==> config.mk <==
export PLATFORM = sky130hd
export DESIGN_NAME = oetc_ctrl
export DESIGN_NICKNAME = d
export VERILOG_FILES = /design/src/inc/oetc_pkg.sv /design/src/rtl/oetc_tc_decode.sv /design/src/rtl/oetc_ctrl.sv
export SDC_FILE = /design/constraint.sdc
export NUM_CORES = 1
export LEC_CHECK = 0
export BUFFER_PORTS_ARGS = -buffer_cell sky130_fd_sc_hd__buf_2
export CORE_UTILIZATION = 53
export DETAILED_ROUTE_END_ITERATION = 16
export GPL_TIMING_DRIVEN = 1
export PLACE_DENSITY = 0.79
export SYNTH_ARGS = -nofsm -noshare
export SYNTH_HDL_FRONTEND = slang
export SYNTH_SLANG_ARGS = --single-unit
==> constraint.sdc <==
create_clock -name clock -period 1.55 [get_ports clock]
set_clock_uncertainty 0.05 [all_clocks]
set_input_delay 0.155 -clock clock [delete_from_list [all_inputs] [get_ports clock]]
set_output_delay 0.155 -clock clock [all_outputs]
set_load 0.05 [all_outputs]
==> src/inc/oetc_pkg.sv <==
/*
 * oetc_pkg: constants and carriers for the oscillator enable and
 * temperature-coefficient trim control block.
 * Assumes a byte-wide register port with one-cycle read latency.
 */
package oetc_pkg;

    // ------------------------------------------------------------
    // register indices (byte port addresses)
    // ------------------------------------------------------------
    localparam logic [3:0] ADDR_OSC_CTRL   = 4'h0;
    localparam logic [3:0] ADDR_OSC_CTRL2  = 4'h1;
    localparam logic [3:0] ADDR_CONFIG_WRITE_GUARD       = 4'h2;
    localparam logic [3:0] ADDR_CLK_SEL    = 4'h3;
    localparam logic [3:0] ADDR_TRIM_HI    = 4'h4;
    localparam logic [3:0] ADDR_STATUS     = 4'h5;
    localparam logic [3:0] ADDR_IRQ_STAT   = 4'h6;
    localparam logic [3:0] ADDR_IRQ_MASK   = 4'h7;

    // ------------------------------------------------------------
    // field positions
    // ------------------------------------------------------------
    localparam int OSC_EN_BIT      = 7;
    localparam int MON_RST_EN_BIT  = 1;
    localparam int AMP_MODE_BIT    = 0;
    localparam int PLL_SEL_BIT     = 6;
    localparam int TC_TRIM_LSB     = 3;
    localparam int TC_TRIM_W       = 5;
    localparam int STAT_LOCK_BIT   = 3;
    localparam int STAT_UP_BIT     = 2;
    localparam int IRQ_LOSS_BIT    = 1;
    localparam int IRQ_UP_BIT      = 0;

    // ------------------------------------------------------------
    // values and resets
    // ------------------------------------------------------------
    localparam logic [7:0] CONFIG_WRITE_GUARD_UNLOCK_KEY = 8'h26;
    localparam logic [7:0] OSC_CTRL_RST    = 8'h00;
    localparam logic [1:0] OSC_CTRL2_RST   = 2'h0;
    localparam logic       CONFIG_WRITE_GUARD_RST        = 1'b0;
    localparam logic       PLL_SEL_RST     = 1'b1;
    localparam logic [4:0] TC_TRIM_RST     = 5'h00;
    localparam logic [1:0] IRQ_RST         = 2'h0;

    // ------------------------------------------------------------
    // timing
    // ------------------------------------------------------------
    localparam int CLK_PERIOD_NS   = 10;
    localparam int UP_QUAL_NS      = 40000;
    localparam int UP_QUAL_CYC     = (UP_QUAL_NS + CLK_PERIOD_NS - 1) / CLK_PERIOD_NS;

    // ------------------------------------------------------------
    // carriers
    // ------------------------------------------------------------
    typedef struct packed {
        logic       wr;
        logic       rd;
        logic [3:0] addr;
        logic [7:0] wdata;
    } oetc_bus_s;

    typedef struct packed {
        logic       osc_run;
        logic       monitor_on;
        logic       ref_from_osc;
        logic       pins_claimed;
        logic       amp_full_swing;
    } oetc_osc_ctl_s;

endpackage

==> src/rtl/oetc_tc_decode.sv <==
/*
 * oetc_tc_decode: turns the 5-bit temperature-coefficient trim code
 * into the enable, direction and magnitude fed to the compensation circuit.
 * Assumes a purely combinational consumer.
 */
`timescale 1ns/10ps
module oetc_tc_decode
    import oetc_pkg::*;
#(
    parameter int W = TC_TRIM_W
) (
    input  wire logic [W-1:0] tc_code,
    output logic              tc_comp_en,
    output logic              tc_positive,
    output logic [W-2:0]      tc_magnitude
);
    // ------------------------------------------------------------
    // decode
    // ------------------------------------------------------------
    always_comb begin
        tc_positive  = tc_code[W-1];
        tc_magnitude = tc_code[W-2:0];
        tc_comp_en   = (tc_code[W-2:0] != '0);
    end
endmodule // oetc_tc_decode

==> src/rtl/oetc_ctrl.sv <==
/*
 * oetc_ctrl: oscillator control registers, protection gate, stable flag
 * qualification, crystal pin claim and trim decoding.
 * Assumes synchronous inputs on one 100 MHz clock and a byte register port.
 */
`timescale 1ns/10ps
module oetc_ctrl
    import oetc_pkg::*;
#(
    parameter int QUAL_CYC = UP_QUAL_CYC
) (
    input  wire logic       clock,
    input  wire logic       rstn,
    input  wire logic [3:0] addr,
    input  wire logic [7:0] wdata,
    input  wire logic       wr_stb,
    input  wire logic       rd_stb,
    output logic [7:0]      rdata,
    input  wire logic       pll_locked_in,
    input  wire logic       osc_clock_seen,
    input  wire logic       osc_src_req,
    output oetc_osc_ctl_s   osc_ctl,
    output logic            osc_src_allowed,
    output logic            osc_monitor_reset,
    output logic            tc_comp_en,
    output logic            tc_positive,
    output logic [3:0]      tc_magnitude,
    output logic            irq
);
    // ------------------------------------------------------------
    // reset release
    // ------------------------------------------------------------
    logic rst_meta_reg;
    logic rst_sync_reg;
    always_ff @(posedge clock or negedge rstn) begin
        if (!rstn) begin
            rst_meta_reg <= 1'b0;
            rst_sync_reg <= 1'b0;
        end else begin
            rst_meta_reg <= 1'b1;
            rst_sync_reg <= rst_meta_reg;
        end
    end
    wire logic srst_n = rst_sync_reg;

    // ------------------------------------------------------------
    // register state
    // ------------------------------------------------------------
    oetc_bus_s  bus;
    logic       osc_en_reg,   osc_en_next;
    logic       mon_en_reg,   mon_en_next;
    logic       amp_reg,      amp_next;
    logic       guard_reg,    guard_next;
    logic       pll_sel_reg,  pll_sel_next;
    logic [4:0] tc_reg,       tc_next;
    logic       pins_reg,     pins_next;
    logic       lock_reg,     lock_next;
    logic       up_reg,       up_next;
    logic [1:0] ist_reg,      ist_next;
    logic [1:0] imask_reg,    imask_next;
    logic [7:0] rdata_reg,    rdata_next;
    logic [$clog2(QUAL_CYC+1)-1:0] qcnt_reg, qcnt_next;
    logic       osc_wr;
    logic       loss_evt;
    logic       up_evt;

    assign bus = '{wr: wr_stb, rd: rd_stb, addr: addr, wdata: wdata};

    function automatic logic hit(input oetc_bus_s b, input logic [3:0] a);
        return b.wr && (b.addr == a);
    endfunction

    always_comb begin
        osc_wr       = hit(bus, ADDR_OSC_CTRL) && !guard_reg && pll_sel_reg;
        osc_en_next  = osc_en_reg;
        mon_en_next  = mon_en_reg;
        amp_next     = amp_reg;
        guard_next   = guard_reg;
        pll_sel_next = pll_sel_reg;
        tc_next      = tc_reg;
        pins_next    = pins_reg;
        imask_next   = imask_reg;
        if (osc_wr) begin
            osc_en_next = bus.wdata[OSC_EN_BIT];
            if (bus.wdata[OSC_EN_BIT])
                pins_next = 1'b1;
        end
        // osc_ctrl2 uses the main control byte's gating and is also locked while the oscillator is enabled
        if (hit(bus, ADDR_OSC_CTRL2) && !guard_reg && pll_sel_reg && !osc_en_reg) begin
            mon_en_next = bus.wdata[MON_RST_EN_BIT];
            amp_next    = bus.wdata[AMP_MODE_BIT];
        end
        if (hit(bus, ADDR_CONFIG_WRITE_GUARD))
            guard_next = (bus.wdata != CONFIG_WRITE_GUARD_UNLOCK_KEY);
        if (hit(bus, ADDR_CLK_SEL) && !guard_reg)
            pll_sel_next = bus.wdata[PLL_SEL_BIT];
        if (hit(bus, ADDR_TRIM_HI) && !guard_reg)
            tc_next = bus.wdata[TC_TRIM_LSB +: TC_TRIM_W];
        if (hit(bus, ADDR_IRQ_MASK))
            imask_next = bus.wdata[1:0];
    end

    always_ff @(posedge clock or negedge srst_n) begin
        if (!srst_n) begin
            osc_en_reg  <= OSC_CTRL_RST[OSC_EN_BIT];
            mon_en_reg  <= OSC_CTRL2_RST[MON_RST_EN_BIT];
            amp_reg     <= OSC_CTRL2_RST[AMP_MODE_BIT];
            guard_reg   <= CONFIG_WRITE_GUARD_RST;
            pll_sel_reg <= PLL_SEL_RST;
            tc_reg      <= TC_TRIM_RST;
            pins_reg    <= 1'b0;
            imask_reg   <= IRQ_RST;
        end else begin
            osc_en_reg  <= osc_en_next;
            mon_en_reg  <= mon_en_next;
            amp_reg     <= amp_next;
            guard_reg   <= guard_next;
            pll_sel_reg <= pll_sel_next;
            tc_reg      <= tc_next;
            pins_reg    <= pins_next;
            imask_reg   <= imask_next;
        end
    end

    // ------------------------------------------------------------
    // status flags and qualification
    // ------------------------------------------------------------
    // qualification counts while the crystal is seen and the pll is locked; an accepted osc_ctrl write restarts it
    always_comb begin
        qcnt_next = qcnt_reg;
        up_next   = up_reg;
        lock_next = pll_locked_in;
        up_evt    = 1'b0;
        loss_evt  = osc_en_reg && up_reg && !osc_clock_seen;
        if (!osc_en_reg || !osc_clock_seen || !pll_locked_in) begin
            qcnt_next = '0;
            up_next   = 1'b0;
        end else if (!up_reg) begin
            if (qcnt_reg == QUAL_CYC[$bits(qcnt_reg)-1:0] - 1'b1) begin
                up_next = 1'b1;
                up_evt  = 1'b1;
            end else begin
                qcnt_next = qcnt_reg + 1'b1;
            end
        end
        if (osc_wr) begin
            lock_next = 1'b0;
            up_next   = 1'b0;
            up_evt    = 1'b0;
            qcnt_next = '0;
        end
        // set beats clear on the sticky interrupt bits
        ist_next = ist_reg;
        if (hit(bus, ADDR_IRQ_STAT))
            ist_next = ist_reg & ~bus.wdata[1:0];
        if (loss_evt)
            ist_next[IRQ_LOSS_BIT] = 1'b1;
        if (up_evt)
            ist_next[IRQ_UP_BIT] = 1'b1;
    end

    always_ff @(posedge clock or negedge srst_n) begin
        if (!srst_n) begin
            qcnt_reg <= '0;
            up_reg   <= 1'b0;
            lock_reg <= 1'b0;
            ist_reg  <= IRQ_RST;
        end else begin
            qcnt_reg <= qcnt_next;
            up_reg   <= up_next;
            lock_reg <= lock_next;
            ist_reg  <= ist_next;
        end
    end

    // ------------------------------------------------------------
    // read port
    // ------------------------------------------------------------
    always_comb begin
        rdata_next = 8'h00;
        if (bus.rd) begin
            case (bus.addr)
                ADDR_OSC_CTRL:  rdata_next[OSC_EN_BIT] = osc_en_reg;
                ADDR_OSC_CTRL2: rdata_next = {6'h00, mon_en_reg, amp_reg};
                ADDR_CONFIG_WRITE_GUARD:      rdata_next = {7'h00, guard_reg};
                ADDR_CLK_SEL:   rdata_next[PLL_SEL_BIT] = pll_sel_reg;
                ADDR_TRIM_HI:   rdata_next[TC_TRIM_LSB +: TC_TRIM_W] = tc_reg;
                ADDR_STATUS: begin
                    rdata_next[STAT_LOCK_BIT] = lock_reg;
                    rdata_next[STAT_UP_BIT]   = up_reg;
                end
                ADDR_IRQ_STAT:  rdata_next = {6'h00, ist_reg};
                ADDR_IRQ_MASK:  rdata_next = {6'h00, imask_reg};
                default:        rdata_next = 8'h00;
            endcase
        end
    end

    always_ff @(posedge clock or negedge srst_n) begin
        if (!srst_n)
            rdata_reg <= 8'h00;
        else
            rdata_reg <= rdata_next;
    end

    // ------------------------------------------------------------
    // outputs
    // ------------------------------------------------------------
    assign rdata                  = rdata_reg;
    assign osc_ctl.osc_run        = osc_en_reg;
    assign osc_ctl.monitor_on     = osc_en_reg;
    assign osc_ctl.ref_from_osc   = osc_en_reg;
    assign osc_ctl.pins_claimed   = pins_reg;
    assign osc_ctl.amp_full_swing = amp_reg;
    assign osc_src_allowed        = osc_src_req && up_reg;
    assign osc_monitor_reset      = loss_evt && mon_en_reg;
    assign irq                    = |(ist_reg & imask_reg);

    oetc_tc_decode #(.W(TC_TRIM_W)) u_tc (
        .tc_code      (tc_reg),
        .tc_comp_en   (tc_comp_en),
        .tc_positive  (tc_positive),
        .tc_magnitude (tc_magnitude)
    );
endmodule // oetc_ctrl

* Yosys cells after proc, flatten, opt, wreduce, memory -nomap -nowiden *
Cells that the tools add are included.
W data, S select, Z words.

storage, ports and cells
  register bits = 39
  bits in latches = 0
  memory bits (writable) = 0
  bits in read-only memories = 0
  input port bits = 19
  output and inout port bits = 22
  logic and storage cells = 84
  memories = 0

operators by class
  add/sub/neg operators = 1
  multiply operators = 0
  div/mod/pow operators = 0
  order comparisons = 0
  equality and inequality tests = 11
  shifts and indexed selects = 0
  mux-type cells = 22
  bitwise operators = 3
  reductions and logical operators = 31

operators by type and width
  kind                     number
  $mux W12                 4
  $logic_and A1 B1 Y1      18
  $eq A4 B3 Y1 const B     4
  $add A12 B1 Y12 const B  1
  $eq A12 B12 Y1 const B   1
  $mux W1                  11
  $eq A4 B2 Y1 const B     2
  $mux W8                  1
  $ne A8 B6 Y1 const B     1
  $pmux W2 S4              1
  $pmux W1 S2              3
  $and A2 B2 Y2            2
  $eq A4 B1 Y1 const B     1
  $logic_not A1 Y1         4
  $logic_not A4 Y1         1
  $mux W2                  2
  $reduce_and A2 Y1        2
  $reduce_bool A2 Y1       2
  $reduce_bool A4 Y1       1
  $ne A3 B1 Y1 const B     1
  $ne A3 B3 Y1 const B     1
  $logic_or A1 B1 Y1       2
  $not A2 Y2               1
  $reduce_or A2 Y1         1

* Longest topological paths before layout *
Gate-level depths: netlist of the first run.

  depth after elaboration = 6
  depth in mapped cells = 6

* By module *
Synthesis of the first run repeated with hierarchy kept, for this count alone.

second synthesis, totals
  cells, all modules = 183
  area, all modules = 1984.4 um^2

by module, submodules not included
  module          instances  cells each  area an instance (um^2)
  oetc_ctrl       1          177         1939.4
  oetc_tc_decode  1          6           45.0

* Worst setup path before layout of the first run *
No wires, ideal clock.

  path type = register -> output
  start = reg osc_en_reg
  end = out osc_monitor_reset
  arrival time = 1.679 ns
  required time = 1.345 ns
  path slack = -0.334 ns
  cell stages (with the launch flop) = 3
  path through = dfrtp_1 -> nand2_1 -> nor3b_1

on the way
  cells in the longest elaborated chain, start to end = 3

ends and longest elaborated chain
  element                           RTL line          source
  from (decl)                       oetc_ctrl.sv:50   logic osc_en_reg, osc_en_next;
  from (signal assigned)            oetc_ctrl.sv:105  osc_en_reg <= OSC_CTRL_RST[OSC_EN_BIT];
  from (signal assigned)            oetc_ctrl.sv:114  osc_en_reg <= osc_en_next;
  $logic_and A1 B1 Y1 (2 in a row)  oetc_ctrl.sv:134  loss_evt = osc_en_reg && up_reg && !osc_clock_seen;
  $logic_and A1 B1 Y1               oetc_ctrl.sv:216  assign osc_monitor_reset = loss_evt && mon_en_reg;
  to (decl)                         oetc_ctrl.sv:24   output logic osc_monitor_reset,

Every way passes these cells.

* Worst setup path in the final report of the first run *
  start = reg tc_reg[3]
  end = out tc_comp_en

on the way
  cells in the longest elaborated chain, start to end = 1

ends and longest elaborated chain
  element                 RTL line              source
  from (decl)             oetc_ctrl.sv:55       logic [4:0] tc_reg, tc_next;
  from (signal assigned)  oetc_ctrl.sv:119      tc_reg <= tc_next;
  $reduce_bool A4 Y1      oetc_tc_decode.sv:23  tc_comp_en = (tc_code[W-2:0] != '0);
  to (decl)               oetc_ctrl.sv:25       output logic tc_comp_en,

Every way passes these cells.

==> results of run 1 <==
## power groups by stage
stage	combinational [mW]	clock, mW	sequential [mW]
5_1_grt	0.608	0.545	1.19
3_3_place_gp	0.515	0	1.19
2_1_floorplan	0.290	0	1.31
6_report	0.573	0.488	1.17
3_5_place_dp	0.518	0	1.20
4_1_cts	0.561	0.504	1.17
## cell families after synthesis
family,Yosys count,synth area share (%)
xor+xnor,8,3.69
compound gates,20,8.43
fa+ha+maj,1,0.658
buf+inv,12,3.69
other cells,1,0.197
flops,39,51.4
simple gates,77,23.9
mux,14,8.03
## synthesized netlist by cell type (3+ instances only)
master / number / area, um^2
mux2_2: 10 / 113
nor2_1: 17 / 63.8
buf_2: 5 / 25.0
o21ai_0: 3 / 15.0
nand3b_1: 3 / 22.5
dfrtp_1: 38 / 951
nor3_1: 6 / 30.0
nand4_1: 6 / 37.5
xnor2_1: 4 / 35.0
xor2_1: 4 / 35.0
nand3_1: 5 / 25.0
nor2b_1: 5 / 31.3
mux2i_1: 4 / 40.0
buf_4: 5 / 37.5
a21oi_1: 6 / 30.0
and2_1: 3 / 18.8
nand2_1: 12 / 45.0
## final cells by class
cell class,count,area [um^2],area share (%)
sequential,39,980,40.5
clock buffer,7,45.0,1.86
timing repair buffer,61,407,16.8
multi-input combinational,121,916,37.9
inverter,2,7.51,0.311
tap,46,57.6,2.38
clock inverter,1,5.00,0.207
## metal layers
layer	track usage (%)	vias up	wire, um
li1	-	725	-
met2	34.7	43	1930
met3	4.14	4	181
met5	0	-	0
met4	10.2	0	36
met1	30.6	742	1870
## how the worst max path moves through the flow
stage,to,slack (ns),start,cells after the start
2_1_floorplan,qcnt_reg[1],0.05,qcnt_reg[6],4
3_3_place_gp,qcnt_reg[11],0.07,qcnt_reg[0],5
3_5_place_dp,qcnt_reg[1],0.01,qcnt_reg[0],5
4_1_cts,tc_comp_en,-0.09,tc_reg[2],2
5_1_grt,tc_comp_en,-0.12,tc_reg[3],2
6_report,tc_comp_en,-0.08,tc_reg[3],2
## per-stage QoR
stage | instance area [um^2] | std cells | util [%] | worst slack (ns) | power [mW]
after global routing | 2420 | 277 | 71.3 | -0.123 | 2.34
after detailed placement | 2180 | 256 | 64.2 | 0.0116 | 1.71
after floorplan | 1910 | 172 | - | 0.0472 | 1.60
after CTS | 2310 | 271 | 68.1 | -0.0917 | 2.24
final | 2420 | 277 | 71.3 | -0.0810 | 2.24
after global placement | 2180 | 256 | 64.2 | 0.0662 | 1.70
## worst register-to-register path, cell delays in order, from the launching register on
cell and delay (ns):
dfrtp_1 0.44, ha_4 0.20, nand2_4 0.06, o41a_1 0.48
xnor2_1 0.18, nor2_1 0.05
## timing repair
item,in CTS,in global routing
buffers inserted,2,6
pin swaps,1,8
hold endpoints to repair,6,0
gates cloned,0,0
gates resized for setup,5,16
hold buffers,5,0
endpoints found under the setup margin,3,11
==> results.ini, run 1 <==
[critical_path]
cp_num_buf_inv = 1
slowest_delay_ns = 0.53
path_delay_family = simple AND/OR/NAND/NOR gates
worst_ep_arrival_time_ns = 1.43
cp-end-kind = output pin
r2r_end = qcnt_reg[0]
path_class = reg -> out
reg2reg_from = qcnt_reg[1]
crit_fanout = 2
ff2ff_setup_slack_ns = -0.01
cp_slowest_cell = or4_4
cp.required_ns = 1.34
worst_setup_path_start_kind = register
path_cells = or4_4 > buf_6
worstRegToRegCells = 5

[status]
outcome = finished with violations
violations = negative setup slack

[clock_network]
cts_root_buf = clkbuf_4
cts_buffer_depth = 2
path_clk_slew_ns = 0.11
cts_buffers = 5
clock_sinks = 39
cts_max_level = 2
clk_latency_ns = 0.33
cts_tree = built

[synthesis]
synth_edf_count = 0
ys.warnings.count = 0
synth.avg_cell_area_um2 = 11.0
synth_seq_cells = 39
netlist_area_um2 = 1900
ys_types = 45
synth_top_flop_cell = dfrtp_1
synthCells = 172
synthArstFlopShare_pct = 100
synth-seq-area-share_pct = 51.4
syn-num-nets = 192

[detailed_routing]
routed_wl_um = 4010
vias = 1514
post_drt_wl_per_cell_um = 14.5
ant_nets = 0
drtIter0Drc = 43
drc = 0
via_per_inst = 5.47
dr.pass1.iters = 4

[power_and_ir_drop]
clockPowerShare_pct = 21.8
power_frac_seq_pct = 52.5
powerDensity_nw_per_um2 = 925
peakVddDrop_mv = 0.670
p_sw_uw = 750
pwr-share-comb_pct = 25.6
p_int_mw = 1.49
switching_share_pct = 33.5
power_leakage_nw = 1.11

[min_path]
whs_path_depth = 2
min-delay-start = wdata[6]
min_to = tc_reg[3]
hold_class = in -> reg

[timing]
max_freq_mhz = 613
report.final.slew_viol_count = 0
post-route-period-util_pct = 105
setup_ws_ns = -0.0810
hold_violations = 0
fin_tns_setup_ns = -0.110
setup-violations-final = 3
holdWs_ns = 0.0260
rsz0062_at_grt = true
period_needed_ns = 1.63

[floorplanning]
row_count = 21
start_util_pct = 56.1
dieHeight_um = 61.9
die_w_um = 61.9
core_area_um2 = 3390
die_area_um2 = 3830
ioPinCount = 41

[global_route]
grt_usage_pct = 22.4
grt_max_degree = 38
grt_pass1_vias = 1392
grt_pass1_wl_um = 6150
antenna_found_initial = 0
overflow = 0

[placement]
portBuffers = 40
gp_congestion = 0.814
post-dp-hpwl_um = 2730

[layout]
fillCellCount = 255
layout_common_cells = buf_2, dfrtp_1, nor2_1
area_growth_pct = 27.2
final_common_cell = buf_2
n_antenna_cell = 0
drive_gt1_share_pct = 40.3
largest_reg_flops = 12
nNetsFinal = 250

[job]
cap_violations = 0

No activity file was read; power rests on OpenSTA's default activity.
==> run 2: changes to the inputs <==
CORE_UTILIZATION = 48   (was 53)
PLACE_DENSITY = 0.76   (was 0.79)
clock period = 1.5 ns   (was 1.55 ns; I/O delays follow)
==> run 2 against run 1 <==
  * Critical path depth unchanged
  * Critical endpoint unchanged
  * Sequential power increased by 4%
  * Largest power group unchanged
  * The run still ends with negative setup slack left
  * Routed wire length increased by 4.7%
==> results.ini, run 2 (synthesized netlist as in run 1, its figures left out) <==
[status]
outcome = finished with violations
violations = negative setup slack

[critical_path]
ff2ff_setup_slack_ns = -0.01
path_cells = or4_4 > buf_8
slowest_delay_ns = 0.53
cp.required_ns = 1.30
path_class = reg -> out
worstRegToRegCells = 5
crit_fanout = 3
critical_path.startpoint = tc_reg[3]
cp-end-kind = output pin
crit_end = tc_comp_en
cp_slowest_cell = or4_4
r2r_end = qcnt_reg[5]
worst_setup_path_start_kind = register
worst_ep_arrival_time_ns = 1.40
reg2reg_from = qcnt_reg[5]

[floorplanning]
core_area_um2 = 3720
row_count = 22
die_area_um2 = 4220
start_util_pct = 51.1
die_w_um = 64.9
dieHeight_um = 64.9
ioPinCount = 41

[clock_network]
clock_sinks = 39
clk_latency_ns = 0.30
cts_max_level = 2
cts_buffers = 5
path_clk_slew_ns = 0.08
cts_tree = built
cts_root_buf = clkbuf_8
cts_buffer_depth = 2

[detailed_routing]
dr.pass1.iters = 4
via_per_inst = 5.49
ant_nets = 0
vias = 1542
drc = 0
post_drt_wl_per_cell_um = 14.9
routed_wl_um = 4200
drtIter0Drc = 63

[layout]
largest_reg_flops = 12
final_common_cell = buf_2
layout_common_cells = buf_2, dfrtp_1, buf_4
area_growth_pct = 30.9
n_antenna_cell = 0
drive_gt1_share_pct = 42.1
final_util_pct = 66.9
nNetsFinal = 252

[timing]
setup_ws_ns = -0.100
max_freq_mhz = 625
report.final.slew_viol_count = 0
holdWs_ns = 0.0176
hold_violations = 0
post-route-period-util_pct = 107
period_needed_ns = 1.60
setup-violations-final = 2
rsz0062_at_grt = true

[global_route]
grt_pass1_wl_um = 7020
grt_pass1_vias = 1519
grt_usage_pct = 22.2
grt_max_degree = 38
overflow = 0
antenna_found_initial = 0

[placement]
post-dp-hpwl_um = 2920
portBuffers = 40
gp_congestion = 0.869

[min_path]
whs_path_depth = 2
hold_class = in -> reg

[power_and_ir_drop]
powerDensity_nw_per_um2 = 1140
power_leakage_nw = 1.15
report.power.total_mw = 2.83
peakVddDrop_mv = 1.01

[job]
cap_violations = 0

## run 2: critical path, delay by kind of cell (launching register included)
kind / cells / cell delay [ns]
buffers and inverters: 1 / 0.17
and+or+nand+nor: 1 / 0.53
DFF: 1 / 0.41
## run 2: layout make-up
type                    count  area, um^2
clock buffers               6        72.6
inverters                   2        7.51
fillers                   269        1230
repair buffers             63         408
well taps                  48        60.1
flip-flops and latches     39         980
clock inverters             2        60.1
multi-input cells         121         900
## run 2: per-stage QoR
| stage | instances | area [um^2] | setup WS [ns] | TNS [ns] |
|---|---|---|---|---|
| finish | 281 | 2490 | -0.100 | -0.109 |
| global route | 281 | 2490 | -0.137 | -0.460 |
| CTS | 279 | 2450 | -0.113 | -0.115 |
| detailed placement | 266 | 2240 | -0.0352 | -0.0480 |
| global placement | 266 | 2240 | 0.0394 | 0 |
| floorplan | 172 | 1910 | 0.0112 | 0 |
## run 2: worst min-delay path by stage
| stage | start | end | slack, ns |
|---|---|---|---|
| after floorplan | rstn | rst_meta_reg | -0.20 |
| after global placement | rstn | rst_meta_reg | -0.11 |
| after detailed placement | rstn | rst_meta_reg | -0.11 |
| after CTS | osc_clock_seen | ist_reg[1] | 0.009 |
| after global routing | osc_clock_seen | ist_reg[1] | 0.02 |
| final | osc_clock_seen | ist_reg[1] | 0.02 |
## run 2: per-layer routing
metal / global-route usage (%) / wire length, um
met1: 29.7 / 1960
met2: 33.3 / 1930
met3: 4.40 / 184
met4: 13.1 / 124
met5: 0 / 0
## run 2: what timing repair did
item | CTS | global route
buffers inserted | 4 | 2
resized for setup | 8 | 7
endpoints found under the setup margin | 6 | 7
pin swaps | 5 | 6
gates cloned | 0 | 0
hold buffers | 1 | 0
endpoints found under the hold margin | 2 | 0
## run 2: power breakdown
group	switching (mW)	internal (mW)
clock	0.366	0.665
sequential	0.0785	1.14
combinational	0.381	0.201
==> run 3: changes to the inputs <==
ABC_AREA = 1   (was default)
CORE_ASPECT_RATIO = 0.75   (was default)
CORE_UTILIZATION = 49   (was 48)
GPL_ROUTABILITY_DRIVEN = 0   (was default)
==> run 3 against run 2 <==
  * The flow now finishes without violations
  * Global-route usage rose by 0.64 points
  * Critical path depth increased by 7
  * First-iteration DRC count increased to 2.5 times the previous value
  * Maximum frequency rose by 7.6%
  * Critical path type is now reg -> reg
  * Largest cell class unchanged
  * Largest power group unchanged
==> results.ini, run 3 <==
[detailed_routing]
maxUsedRoutingLayer = met4
post_drt_wl_per_cell_um = 13.0
drtIter0Drc = 160
dr_wl_met3_um = 411
routed_wl_um = 4980
met2WireLength_um = 2190
met1_length_um = 2290
vias = 1971
ant_nets = 0
drc = 0
dr.pass1.iters = 5
via_per_inst = 5.15

[min_path]
hold_class = in -> reg

[timing]
hold_violations = 0
post-route-period-util_pct = 99.2
setup-violations-final = 0
report.final.slew_viol_count = 0
max_freq_mhz = 672
setup_ws_ns = 0.0124
rsz0062_at_grt = true
period_needed_ns = 1.49

[critical_path]
crit_fanout = 6
cp_slowest_cell = dfrtp_1
path_cells = ha_4 > nand2_4 > nor2_8 > nand3_4 > buf_6 > nand3_1 > nand2_1 > nand2_1 > nor2_1
ff2ff_setup_slack_ns = 0.01
path_delay_family = simple AND/OR/NAND/NOR gates
cp.required_ns = 1.64
cp_num_buf_inv = 1
critPathMostFrequentCell = nand2_1
path_class = reg -> reg
cp-end-kind = register
worst_setup_path_start_kind = register
worst_ep_arrival_time_ns = 1.63
slowest_delay_ns = 0.40

[job]
cap_violations = 0

[placement]
portBuffers = 40
pre_cts_ws_ns = -0.00712
placedCellCount = 368
post-dp-hpwl_um = 3730
place_area_um2 = 2390

[power_and_ir_drop]
p_sw_uw = 741
power_leakage_nw = 1.39
peakVddDrop_mv = 0.864
powerDensity_nw_per_um2 = 906
switching_share_pct = 31.1
clockPowerShare_pct = 33.6
power_frac_seq_pct = 49.2
report.power.total_mw = 2.38
pwr-share-comb_pct = 17.2
p_int_mw = 1.64

[layout]
multi_input_area_um2 = 960
fillCellCount = 349
final_common_cell = nand2_1
nNetsFinal = 347
final_cell_count_no_fill = 383
area_growth_pct = 24.7
largest_reg_flops = 12
layout_common_cells = nand2_1, inv_1, buf_2
postLayoutCellArea_um2 = 2630
regArea_um2 = 977
drive_gt1_share_pct = 29.3
n_antenna_cell = 0

[synthesis]
synth_top_flop_cell = dfrtp_1
synth.avg_cell_area_um2 = 7.78
synth_common_cells = nand2_1, inv_1, dfrtp_1
synthArstFlopShare_pct = 100
netlist_area_um2 = 2110
synth_edf_count = 0
synth.largest_area_cell = dfrtp_1
synth_seq_cells = 39
syn-num-nets = 291
ys_types = 31
netlist_top_cells_area = dfrtp_1, nand2_1, inv_1, nand3_1, nor2_1
synthDominantCellAreaShare_pct = 45.1
ys.warnings.count = 0
synthCells = 271
yosysMostFrequentCell = nand2_1
synth-seq-area-share_pct = 46.4

[clock_network]
clock_sinks = 39
cts_buffers = 5
path_clk_slew_ns = 0.08
cts_tree = built
cts_root_buf = clkbuf_8
cts_max_level = 2
cts_buffer_depth = 2
clk_latency_ns = 0.30

[global_route]
grt_pass1_vias = 1722
overflow = 0
grt_usage_pct = 22.9
grt_max_degree = 29
antenna_found_initial = 0
grt_pass1_wl_um = 7910

[floorplanning]
row_count = 20
die_area_um2 = 4570
ioPinCount = 41
die_w_um = 77.7
dieHeight_um = 58.8
start_util_pct = 51.7
core_area_um2 = 4080

[status]
outcome = finished clean

[run 3: routing by layer]
layer | GRT usage (%) | vias to the layer above
li1 | - | 969
met1 | 33.4 | 906
met2 | 33.2 | 88
met3 | 4.81 | 8
met4 | 9.43 | 0
met5 | 0 | -
[run 3: timing repair]
action,CTS,global route
pin swaps,0,12
hold buffers,1,0
setup buffers,0,4
gates resized for setup,1,20
endpoints found under the hold margin,2,0
endpoints found under the setup margin,4,12
gates cloned,0,2
[run 3: path summary, 6_finish.rpt]
path	from	endpoint	depth (start not counted)
setup / recovery	qcnt_reg[1]	qcnt_reg[11]	9
hold / removal	wdata[6]	pll_sel_reg	3
setup reg to reg	qcnt_reg[1]	qcnt_reg[11]	9
hold reg to reg	rst_sync_reg	qcnt_reg[5]	1
max in group asynchronous	rst_sync_reg	pll_sel_reg	1
min in group asynchronous	rstn	rst_meta_reg	2
[run 3: cell type report]
type                            instances  share of cell area [%]
Clock buffer                            7                    3.66
Clock inverter                          1                   0.285
Timing Repair Buffer                   55                    12.8
Sequential cell                        39                    37.2
Tap cell                               55                    2.62
Multi-Input combinational cell        179                    36.5
Inverter                               47                    6.95
[run 3: logic make-up after synthesis]
kind of cell    share of synthesized area, %
flops                                   46.4
buf+inv                                 12.0
compound gates                          7.95
xor+xnor                               0.416
fa+ha+maj                              0.593
other cells                            0.178
simple gates                            32.5
[run 3: metrics by stage]
stage | util, % | hold slack [ns] | TNS [ns]
after detailed placement | 58.6 | -0.114 | -0.00712
after CTS | 61.6 | 0.0649 | 0
after global routing | 64.5 | 0.0705 | -0.241
after floorplan | - | -0.196 | 0
after global placement | 58.6 | -0.115 | 0
final | 64.5 | 0.0700 | 0
[run 3: power by group through the flow]
stage | combinational [mW] | clock [mW] | sequential [mW]
3_3_place_gp | 0.396 | 0 | 1.19
3_5_place_dp | 0.404 | 0 | 1.19
6_report | 0.410 | 0.801 | 1.17
4_1_cts | 0.407 | 0.814 | 1.17
2_1_floorplan | 0.158 | 0 | 1.32
5_1_grt | 0.447 | 0.860 | 1.18
[run 3: tightest hold or removal path: stages]
cell     delay (ns)
buf_2          0.09
inv_1          0.08
o21ai_0        0.09
